`src/fsq_pkg.sv`:
```
// shared constants and types of the flash row/page program sequencer
package fsq_pkg;
  // register byte addresses on the avalon slave
  localparam logic [7:0]  FSQ_ADR_CTRL      = 8'h00;     // flash_control_reg
  localparam logic [7:0]  FSQ_ADR_KEY       = 8'h04;     // unlock_key_reg
  localparam logic [7:0]  FSQ_ADR_PAGE      = 8'h08;     // table_page_reg
  localparam logic [7:0]  FSQ_ADR_EA        = 8'h0C;     // effective address pointer
  localparam logic [7:0]  FSQ_ADR_TWL       = 8'h10;     // table_write_low port
  localparam logic [7:0]  FSQ_ADR_TWH       = 8'h14;     // table_write_high port
  // control register fields
  localparam int          FSQ_BIT_START     = 15;        // start / busy bit
  localparam int          FSQ_BIT_PGM_EN    = 14;        // program_enable_bit
  localparam int          FSQ_BIT_ERR       = 13;        // sequence error flag
  localparam int          FSQ_BIT_ERASE     = 6;         // erase select
  localparam int          FSQ_OP_LSB        = 0;         // op_select_field lsb
  localparam int          FSQ_OP_W          = 4;         // op_select_field width
  localparam logic [3:0]  FSQ_OP_PAGE_ERASE = 4'h2;      // with erase set
  localparam logic [3:0]  FSQ_OP_ROW_PROG   = 4'h1;      // with erase clear
  // unlock keys
  localparam logic [7:0]  FSQ_KEY_FIRST     = 8'h55;
  localparam logic [7:0]  FSQ_KEY_SECOND    = 8'hAA;
  // geometry
  localparam int          FSQ_ROW_WORDS     = 64;        // instructions per row
  localparam int          FSQ_IDX_W         = 6;         // log2 of row words
  localparam int          FSQ_PADR_W        = 24;        // program address width
  localparam int          FSQ_INSTR_W       = 24;        // instruction width
  localparam int          FSQ_PAGE_ALIGN    = 10;        // 512 instr x 2 addr units
  localparam int          FSQ_ROW_ALIGN     = 7;         // 64 instr x 2 addr units
  localparam logic [15:0] FSQ_EA_STEP       = 16'h0002;  // post-increment per instr
  localparam logic [23:0] FSQ_ADR_STEP      = 24'h000002;
  // timing
  localparam int          FSQ_CLK_NS        = 4;         // 250 MHz
  localparam int          FSQ_T_ROW_US      = 1480;      // least row write time
  localparam int          FSQ_T_PAGE_US     = 20000;     // page erase time, plain default
  localparam int          FSQ_ROW_CYC       = (FSQ_T_ROW_US * 1000 + FSQ_CLK_NS - 1) / FSQ_CLK_NS;
  localparam int          FSQ_PAGE_CYC      = (FSQ_T_PAGE_US * 1000 + FSQ_CLK_NS - 1) / FSQ_CLK_NS;
  localparam logic [23:0] FSQ_ERASED        = 24'hFFFFFF;
  // sequencer states
  typedef enum logic [3:0] {
    FSQ_IDLE   = 4'b0001,
    FSQ_ERASE  = 4'b0010,
    FSQ_STREAM = 4'b0100,
    FSQ_WAIT   = 4'b1000
  } fsq_state_t;
  // command to the flash array macro
  typedef struct packed {
    logic        erase;   // page erase pulse
    logic        prog;    // one word program pulse
    logic [23:0] addr;    // target program address
    logic [23:0] data;    // word to program
  } fsq_flash_cmd_t;
endpackage : fsq_pkg

```
`src/fsq_seq.sv`:
```
// flash row/page program sequencer with avalon-mm register slave
`timescale 1ns/1ps
module fsq_seq #(
  parameter int ROW_CYC  = fsq_pkg::FSQ_ROW_CYC,   // row program duration
  parameter int PAGE_CYC = fsq_pkg::FSQ_PAGE_CYC   // page erase duration
) (
  // clock and reset
  input  wire logic                   clk,
  input  wire logic                   rst,
  // avalon-mm slave
  input  wire logic [7:0]             address,
  input  wire logic                   read,
  input  wire logic                   write,
  input  wire logic [31:0]            writedata,
  input  wire logic [3:0]             byteenable,
  output logic      [31:0]            readdata,
  output logic                        waitrequest,
  // processor stall and flash macro command
  output logic                        cpu_stall,
  output fsq_pkg::fsq_flash_cmd_t     flash_cmd
);
  import fsq_pkg::*;

  ////////////////////////////////////////////////////////////////////////
  // declarations
  fsq_state_t            state_q;        // sequencer state
  logic [31:0]           rdata_q;        // read data register
  logic                  wait_q;         // waitrequest register
  logic                  stall_q;        // cpu stall register
  fsq_flash_cmd_t        cmd_q;          // flash command register
  logic                  start_q;        // start bit
  logic                  pgm_en_q;       // program enable
  logic                  err_q;          // sequence error
  logic                  erase_sel_q;    // erase select
  logic [FSQ_OP_W-1:0]   op_q;           // op select
  logic [7:0]            page_q;         // table page
  logic [15:0]           ea_q;           // effective address pointer
  logic                  key1_q;         // first key seen last write
  logic                  armed_q;        // full key seen last write
  logic [31:0]           tmr_q;          // operation timer
  logic [FSQ_IDX_W-1:0]  sidx_q;         // stream index
  logic [FSQ_PADR_W-1:0] target;         // joined program address
  logic [FSQ_INSTR_W-1:0] buf_rd;        // buffer read word
  logic                  req;            // access pending
  logic                  acc;            // access taken this edge
  logic                  wr_acc;         // write taken
  logic                  is_erase_op;    // decoded page erase
  logic                  is_row_op;      // decoded row program
  logic                  start_req;      // write of start bit
  logic                  go;             // start accepted
  logic [31:0]           ctrl_w;         // merged control write
  logic [31:0]           ctrl_rd;        // control read view
  logic [31:0]           page_w;         // merged table page write
  logic [31:0]           ea_w;           // merged pointer write

  // byte-lane merge of a write into a register image
  function automatic logic [31:0] be_merge(input logic [31:0] old, input logic [31:0] wd,
                                           input logic [3:0] be);
    logic [31:0] r;
    r = old;
    for (int i = 0; i < 4; i++) begin
      if (be[i]) begin
        r[i*8 +: 8] = wd[i*8 +: 8];
      end
    end
    return r;
  endfunction : be_merge

  ////////////////////////////////////////////////////////////////////////
  // decode
  assign req       = read | write;
  assign acc       = req & ~wait_q;
  assign wr_acc    = write & ~wait_q;
  assign target    = {page_q, ea_q};
  assign ctrl_rd   = {16'h0000, start_q, pgm_en_q, err_q, 6'h00, erase_sel_q, 2'b00, op_q};
  assign ctrl_w    = be_merge(ctrl_rd, writedata, byteenable);
  assign page_w    = be_merge({24'h000000, page_q}, writedata, byteenable);
  assign ea_w      = be_merge({16'h0000, ea_q}, writedata, byteenable);
  assign start_req = wr_acc && (address == FSQ_ADR_CTRL) && ctrl_w[FSQ_BIT_START];
  assign is_erase_op = ctrl_w[FSQ_BIT_PGM_EN] && ctrl_w[FSQ_BIT_ERASE] &&
                       (ctrl_w[FSQ_OP_LSB +: FSQ_OP_W] == FSQ_OP_PAGE_ERASE);
  assign is_row_op   = ctrl_w[FSQ_BIT_PGM_EN] && !ctrl_w[FSQ_BIT_ERASE] &&
                       (ctrl_w[FSQ_OP_LSB +: FSQ_OP_W] == FSQ_OP_ROW_PROG);
  assign go        = start_req && armed_q && (is_erase_op || is_row_op);

  ////////////////////////////////////////////////////////////////////////
  // bus handshake: one wait cycle, held while an operation runs
  always_ff @(posedge clk or posedge rst) begin
    if (rst) begin
      wait_q <= 1'b1;
    end else begin
      wait_q <= !(req && wait_q && (state_q == FSQ_IDLE));
    end
  end

  // read data captured as waitrequest drops
  always_ff @(posedge clk or posedge rst) begin
    if (rst) begin
      rdata_q <= 32'h0000_0000;
    end else if (read && wait_q && (state_q == FSQ_IDLE)) begin
      if (address == FSQ_ADR_CTRL) begin
        rdata_q <= ctrl_rd;
      end else if (address == FSQ_ADR_PAGE) begin
        rdata_q <= {24'h000000, page_q};
      end else if (address == FSQ_ADR_EA) begin
        rdata_q <= {16'h0000, ea_q};
      end else begin  // key, table ports, unmapped read zero
        rdata_q <= 32'h0000_0000;
      end
    end
  end

  ////////////////////////////////////////////////////////////////////////
  // control register fields
  always_ff @(posedge clk or posedge rst) begin
    if (rst) begin
      pgm_en_q    <= 1'b0;
      erase_sel_q <= 1'b0;
      op_q        <= '0;
    end else if (wr_acc && (address == FSQ_ADR_CTRL)) begin
      pgm_en_q    <= ctrl_w[FSQ_BIT_PGM_EN];
      erase_sel_q <= ctrl_w[FSQ_BIT_ERASE];
      op_q        <= ctrl_w[FSQ_OP_LSB +: FSQ_OP_W];
    end
  end

  // error flag: hardware set beats software clear
  always_ff @(posedge clk or posedge rst) begin
    if (rst) begin
      err_q <= 1'b0;
    end else if (start_req && !go) begin
      err_q <= 1'b1;
    end else if (wr_acc && (address == FSQ_ADR_CTRL)) begin
      err_q <= ctrl_w[FSQ_BIT_ERR];
    end
  end

  // start bit: set by accepted start, cleared at completion
  always_ff @(posedge clk or posedge rst) begin
    if (rst) begin
      start_q <= 1'b0;
    end else if (go) begin
      start_q <= 1'b1;
    end else if ((state_q == FSQ_WAIT) && (tmr_q == 32'h0000_0000)) begin
      start_q <= 1'b0;
    end
  end

  ////////////////////////////////////////////////////////////////////////
  // unlock tracking: any write other than the next key drops it
  always_ff @(posedge clk or posedge rst) begin
    if (rst) begin
      key1_q  <= 1'b0;
      armed_q <= 1'b0;
    end else if (wr_acc) begin
      key1_q  <= (address == FSQ_ADR_KEY) && byteenable[0] && (writedata[7:0] == FSQ_KEY_FIRST);
      armed_q <= (address == FSQ_ADR_KEY) && byteenable[0] && key1_q &&
                 (writedata[7:0] == FSQ_KEY_SECOND);
    end
  end

  ////////////////////////////////////////////////////////////////////////
  // table page and pointer
  always_ff @(posedge clk or posedge rst) begin
    if (rst) begin
      page_q <= 8'h00;
      ea_q   <= 16'h0000;
    end else if (wr_acc) begin
      if (address == FSQ_ADR_PAGE) begin
        page_q <= page_w[7:0];
      end else if (address == FSQ_ADR_EA) begin
        ea_q <= ea_w[15:0];
      end else if (address == FSQ_ADR_TWH) begin
        ea_q <= ea_q + FSQ_EA_STEP;
      end
    end
  end

  // holding buffer
  fsq_hold_buf u_buf (
    .clk      (clk),
    .rst      (rst),
    .we_lo    (wr_acc && (address == FSQ_ADR_TWL)),
    .we_hi    (wr_acc && (address == FSQ_ADR_TWH)),
    .widx     (ea_q[FSQ_IDX_W:1]),
    .wdata_lo (writedata[15:0]),
    .wdata_hi (writedata[7:0]),
    .ridx     (sidx_q),
    .rdata    (buf_rd)
  );

  ////////////////////////////////////////////////////////////////////////
  // sequencer
  always_ff @(posedge clk or posedge rst) begin
    if (rst) begin
      state_q <= FSQ_IDLE;
      tmr_q   <= 32'h0000_0000;
      sidx_q  <= '0;
      cmd_q   <= '0;
    end else begin
      cmd_q.erase <= 1'b0;
      cmd_q.prog  <= 1'b0;
      case (state_q)
        FSQ_IDLE: begin
          if (go && is_erase_op) begin
            state_q <= FSQ_ERASE;
            cmd_q.addr <= {target[FSQ_PADR_W-1:FSQ_PAGE_ALIGN], FSQ_PAGE_ALIGN'(0)};
          end else if (go) begin
            state_q <= FSQ_STREAM;
            sidx_q  <= '0;
            cmd_q.addr <= {target[FSQ_PADR_W-1:FSQ_ROW_ALIGN], FSQ_ROW_ALIGN'(0)};
          end
        end
        FSQ_ERASE: begin  // one erase pulse on the aligned page
          cmd_q.erase <= 1'b1;
          tmr_q   <= 32'(PAGE_CYC - 1);
          state_q <= FSQ_WAIT;
        end
        FSQ_STREAM: begin  // one word per cycle from the buffer
          cmd_q.prog <= 1'b1;
          cmd_q.data <= buf_rd;
          if (sidx_q != FSQ_IDX_W'(0) || cmd_q.prog) begin
            cmd_q.addr <= cmd_q.addr + FSQ_ADR_STEP;
          end
          sidx_q <= sidx_q + FSQ_IDX_W'(1);
          if (sidx_q == FSQ_IDX_W'(FSQ_ROW_WORDS - 1)) begin
            tmr_q   <= 32'(ROW_CYC - 1);
            state_q <= FSQ_WAIT;
          end
        end
        FSQ_WAIT: begin  // self-timed program/erase
          if (tmr_q == 32'h0000_0000) begin
            state_q <= FSQ_IDLE;
          end else begin
            tmr_q <= tmr_q - 32'h0000_0001;
          end
        end
        default: begin
          state_q <= FSQ_IDLE;
        end
      endcase
    end
  end

  // processor stall follows the busy sequencer
  always_ff @(posedge clk or posedge rst) begin
    if (rst) begin
      stall_q <= 1'b0;
    end else begin
      stall_q <= go || ((state_q != FSQ_IDLE) &&
                 !((state_q == FSQ_WAIT) && (tmr_q == 32'h0000_0000)));
    end
  end

  ////////////////////////////////////////////////////////////////////////
  // outputs
  assign readdata    = rdata_q;
  assign waitrequest = wait_q;
  assign cpu_stall   = stall_q;
  assign flash_cmd   = cmd_q;
endmodule : fsq_seq

```
`src/fsq_hold_buf.sv`:
```
// 64-instruction holding buffer loaded by table writes
`timescale 1ns/1ps
module fsq_hold_buf (
  // clock and reset
  input  wire logic                         clk,
  input  wire logic                         rst,
  // load side
  input  wire logic                         we_lo,
  input  wire logic                         we_hi,
  input  wire logic [fsq_pkg::FSQ_IDX_W-1:0] widx,
  input  wire logic [15:0]                  wdata_lo,
  input  wire logic [7:0]                   wdata_hi,
  // drain side
  input  wire logic [fsq_pkg::FSQ_IDX_W-1:0] ridx,
  output logic      [fsq_pkg::FSQ_INSTR_W-1:0] rdata
);
  import fsq_pkg::*;

  logic [FSQ_INSTR_W-1:0] mem_q [FSQ_ROW_WORDS];  // buffer entries

  ////////////////////////////////////////////////////////////////////////
  // one flop group per entry; entries not loaded since reset read as erased
  genvar g;
  generate
    for (g = 0; g < FSQ_ROW_WORDS; g++) begin : g_ent
      always_ff @(posedge clk or posedge rst) begin
        if (rst) begin
          mem_q[g] <= FSQ_ERASED;
        end else if (widx == FSQ_IDX_W'(g)) begin
          if (we_lo) begin  // low word lane
            mem_q[g][15:0] <= wdata_lo;
          end
          if (we_hi) begin  // high byte lane
            mem_q[g][23:16] <= wdata_hi;
          end
        end
      end
    end
  endgenerate

  // indexed read for the program stream
  assign rdata = mem_q[ridx];
endmodule : fsq_hold_buf

```
`config.mk`:
```
export PLATFORM = sky130hd
export DESIGN_NAME = fsq_seq
export DESIGN_NICKNAME = d
export VERILOG_FILES = /design/src/fsq_pkg.sv /design/src/fsq_seq.sv /design/src/fsq_hold_buf.sv
export SDC_FILE = /design/constraint.sdc
export NUM_CORES = 2
export LEC_CHECK = 0
export BUFFER_PORTS_ARGS = -buffer_cell sky130_fd_sc_hd__buf_2
export CORE_MARGIN = 2
export CORE_UTILIZATION = 60
export DETAILED_ROUTE_END_ITERATION = 10
export GPL_TIMING_DRIVEN = 0
export PLACE_DENSITY = 0.77
export SYNTH_ARGS = -nofsm -noshare
export SYNTH_HDL_FRONTEND = slang
export SYNTH_SLANG_ARGS = --single-unit
export TNS_END_PERCENT = 50
```
`constraint.sdc`:
```
create_clock -name clk -period 66 [get_ports clk]
set_input_delay 6.6 -clock clk [delete_from_list [all_inputs] [get_ports clk]]
set_output_delay 6.6 -clock clk [all_outputs]
set_load 0.03 [all_outputs]
```
==> After elaboration in Yosys (flattened, before gate mapping) <==
Index checks and enable logic that the tools add are counted.
{ "totals": {"input_bits": 48, "wordCells": 453, "reg_bits": 1696} }
{ "classes": {"n_eq_ne": 87, "reduce_logical": 175, "muxes": 33, "bitwise_logic": 5, "n_addsub": 4, "n_lt_le_gt_ge": 1} }
{ "ops": {"columns": ["cell", "n"], "rows": [
  ["2-bit AND reduction", 129],
  ["6-bit equality test, second input constant", 33],
  ["24-bit binary-select mux with 6-bit select", 1],
  ["24-bit two-way mux", 5],
  ["6-bit by 5-bit equality test with 1-bit output, second input constant", 16],
  ["32-bit case mux with 3 select lines", 1],
  ["16-bit two-way mux", 5],
  ["32-bit two-way mux", 2],
  ["6-bit by 4-bit equality test with 1-bit output, second input constant", 8],
  ["24-bit case mux with 2 select lines", 1],
  ["32-bit logical NOT", 1],
  ["32-bit by 1-bit subtractor with 32-bit output, second input constant", 1],
  ["24-bit by 2-bit adder with 24-bit output, second input constant", 1],
  ["6-bit by 3-bit equality test with 1-bit output, second input constant", 4],
  ["8-bit two-way mux", 3],
  ["1-bit logical AND", 22],
  ["16-bit by 2-bit adder with 16-bit output, second input constant", 1],
  ["8-bit by 4-bit equality test with 1-bit output, second input constant", 2],
  ["8-bit by 5-bit equality test with 1-bit output, second input constant", 2],
  ["4-bit two-way mux", 4],
  ["2-bit != test, second input constant", 8],
  ["4-bit case mux with 4 select lines", 1],
  ["3-bit AND reduction", 5],
  ["6-bit by 2-bit equality test with 1-bit output, second input constant", 2],
  ["other kinds (28)", 47]
]} }

==> Logic depth before layout (Yosys ltp) <==
{ "depth": {"depth_word": 10, "depth_mapped": 13} }

==> Modules after synthesis <==
Synthesis repeated with hierarchy kept, for this count alone.
{ "unflattened": {"cells_unflattened": 5500, "area_unflattened_um2": 80534.7} }
{ "modules_own_cells": {"columns": ["module", "area_each_um2", "n_inst", "seq_area_each_um2", "cells_each"], "rows": [
  ["fsq_hold_buf", 72645.9, 1, 40358.7, 4619],
  ["fsq_seq", 7888.8, 1, 3580.9, 881]
]} }

==> Worst setup path after synthesis <==
No wires, ideal clock.
{ "synth_timing": {"path_type": "input -> register", "from": "input port address[5]", "to": "register u_buf.mem_q[1000] in the netlist's numbering", "setup_ns": 0.082, "n_path_buf": 3, "path_slack_ns": 57.465, "stages": 8, "t_arrival_ns": 8.452, "path_cell_list": "nor4b_2 and4_1 clkbuf_1 nand3b_1 buf_2 buf_2 nor2_2 mux2_2"} }
{ "synth_via": {"elab_chain_cells": 3} }
{ "synth_lines": {"columns": ["element", "line", "rtl"], "rows": [
  ["from (decl)", "fsq_seq.sv:11", "input wire logic [7:0] address,"],
  ["8-bit by 5-bit equality test with 1-bit output", "fsq_seq.sv:184", ".we_hi (wr_acc && (address == FSQ_ADR_TWH)),"],
  ["1-bit logical AND", "fsq_seq.sv:184", null],
  ["2-bit AND reduction (no source line)", null, null],
  ["to (signal, indexed assignment)", "fsq_hold_buf.sv:31", "mem_q[g][15:0] <= wdata_lo;"],
  ["to (signal, indexed assignment)", "fsq_hold_buf.sv:34", "mem_q[g][23:16] <= wdata_hi;"],
  ["to (decl)", "fsq_hold_buf.sv:19", "logic [FSQ_INSTR_W-1:0] mem_q [FSQ_ROW_WORDS];"]
]} }
No other way between the ends.
A chain may end at the register's enable or synchronous reset.

==> Worst setup path after layout <==
{ "layout_timing": {"from": "input port address[5]", "to": "register u_buf.mem_q[715] in the netlist's numbering"} }
Same word-level chain as after synthesis.

==> run metrics <==
Setup crit start address[5]; HP Class flip-flop to flip-flop; post_cts resized 0; Max-slew headroom -10.25%; final-report setup violation count 0; CTS max path bufs 3; DIE HEIGHT between 300 and 400 microns; Post-Synthesis Cell Area 0.07999 sq mm; Inserted Clock Buffers 174; GPL Wtd Cong 1.014; failing checks max-capacitance violations, max-slew violations; Least-Margin Pin Slew ~1.6 ns; layout cell share with drive strength beyond 1 approximately 70%; Area growth syn-to-layout 11.27%; Final Hold Viols 0; crit start category input pin; CTS tree done; most frequent cell after synthesis dfstp_2; routed vias between 50000 and 60000; Post-CTS Setup Repair Bufs 0; sequential area share after synthesis a little over half; Post-Route WL ~280000 microns; min Tclk post-route about 9.2 ns; Synth area leaders dfstp_2 (51%), mux2_2 (20%), mux4_2 (9.0%); Ports ~130; vias in the first global route 53300; WP buf/inv 4; Iter 0 DRT Violations 6451; Die Area 0.1363 sq mm; Syn. warnings 0; Final Max Slew Viols 13; Synth cell types 96; DRT Pass-1 Iters 9; die width around 370 microns; routed vias/inst between 7 and 8; Clk Latency, worst-skew pair 0.84 ns; R2R Path Start sidx_q[2]; Rows approximately 130; setup ws final between 50 and 60 ns; Worst Path Max Fanout 10; Post-Layout Cell Count between 7000 and 8000; hold_sp readdata[6]; CP top delay family simple AND/OR/NAND/NOR gates; top-area cell type share of the netlist area about half; antenna violations before repair 14; Initial Util between 60 and 70%; FMAX ~110 MHz; P_leak around 38 nW; total placed cells including tap cells just over 7000; max-cap check violation count 2; Synth Area per Inst roughly 15 sq um; fin nets roughly 5700; hpwl dp 199300 microns; clock tree sinks 1679; cell count after synthesis between 5000 and 6000; Yosys reg bits 1679; Max VDD drop around 0.000027 V; GRT Overall Usage between 40% and 50%; RSZ-0062 raised after global routing false; core area 0.1320 sq mm; dominant cell type by area after synthesis dfstp_2; setup TNS 0 ns; first-pass GRT wire length a little under 400000 microns; Final ANT Viol Nets 0; CP required between 60 and 70 ns; Arr. time, crit path between 9 and 10 ns; # hold bufs at CTS 0; CP peak stage delay around 0.79 ns; ys async rst share 100.0%; Crit path top cell by count buf_2; GRT overflow 0; overall power 2.110 mW; most instantiated cells after synthesis dfstp_2 (1538), mux2_2 (1396), mux4_2 (321); CP max-delay cell nor2_2; Synth Flop Type dfstp_2; DP Worst Slack 56.23 ns; crit-path cells buf_2 > nor4b_2 > and4_1 > clkbuf_1 > nand3b_1 > buf_2 > buf_2 > nor2_2 > mux2_2; drt drc 0; CP Capture Type flip-flop; CP Class input pin to flip-flop; power density cells 23.71 mW/mm^2; crit share post-route 13.93%; outcome finished, violations left; Root Buffer clkbuf_16; clk_skew between 0.03 and 0.04 ns; PortBufs 82; Worst-path clk slew about 0.060 ns; H-tree levels 4; largest net degree at the start of global routing 140; number of synthesized flops with an enable pin 0; Routed wire per std cell between 30 and 40 microns
## final timing paths
kind,depth (start not counted),to,slack [ns]
setup / recovery,9,u_buf.mem_q[715],56.80
max in group asynchronous,6,u_buf.mem_q[792],57.81
hold / removal,2,readdata[6],0.48
hold reg to reg,2,readdata[6],0.48
setup reg to reg,9,flash_cmd[13],60.49
min in group asynchronous,2,u_buf.mem_q[166],6.08
## sequential cells by signal, indices dropped and copies added (netlist names)
register and flops:
u_buf.mem_q 1536, flash_cmd 49, tmr_q 32, ea_q 16, readdata 16, page_q 8, sidx_q 6, op_q 4
state_q 4, armed_q 1, cpu_stall 1, erase_sel_q 1, err_q 1, key1_q 1, pgm_en_q 1, start_q 1
waitrequest 1
## cell type report
class	count	area, sq um
Inverter	17	71.32
Timing Repair Buffer	101	898.4
Buffer	473	2203
Clock inverter	49	596.8
Fill cell	9106	42960
Tap cell	1755	2196
Multi-Input combinational cell	3186	33860
Antenna cell	9	22.52
Clock buffer	264	5207
Sequential cell	1679	43940
## metrics by stage
stage	util, %	hold WS [ns]	cell area [sq um]
CTS	67.38	0.4830	88920
global route	67.43	0.5055	88980
floorplan	-	0.4410	80050
global placement	62.63	0.4573	82650
finish	67.44	0.4782	89000
detailed placement	62.98	0.4650	83110
## layer usage
| metal | wire, microns | global-route usage (%) |
|---|---|---|
| met5 | 283 | 0.9615 |
| met4 | 23460 | 28.97 |
| met2 | 120000 | 58.86 |
| met1 | 103200 | 52.62 |
| met3 | 35470 | 16.14 |
## cells by family after synthesis
| group | after synthesis | share of synthesized area [%] |
|---|---|---|
| compound gates | 453 | 3.979 |
| xor+xnor | 10 | 0.1095 |
| fa+ha+maj | 9 | 0.1408 |
| buf+inv | 490 | 2.827 |
| flops | 1679 | 54.93 |
| mux | 2068 | 33.76 |
| other cells | 1 | 0.004688 |
| simple gates | 629 | 4.250 |
## where the power goes
part,switching [mW],internal (mW)
sequential,0.000626,1.04
combinational,0.0523,0.00813
clock,0.425,0.589
total,0.477,1.63
## worst reg2reg max path, stage by stage (launching register included)
cell,delay [ns]
dfrtp_1,0.32
clkbuf_1,0.35
buf_2,0.63
buf_2,0.59
buf_2,0.77
clkbuf_1,1.09
nand2_1,0.61
o221ai_1,0.42
nand3_1,0.23
o32a_1,0.39
## layout by cell type (no fill, tap or decap), types with 70 or more instances in the layout
cell type | netlist | routed
mux2_2 | 1396 | 1396
dfrtp_1 | 141 | 141
mux2_4 | 90 | 90
mux2_1 | 70 | 70
nand2_1 | 176 | 176
buf_2 | 122 | 207
a21oi_1 | 83 | 83
o21ai_0 | 72 | 72
mux2i_1 | 191 | 191
dfstp_2 | 1538 | 1538
nor2_1 | 102 | 102
mux4_2 | 321 | 321
clkbuf_16 | 0 | 179
clkbuf_1 | 281 | 322
(Power assumes the default switching activity.)
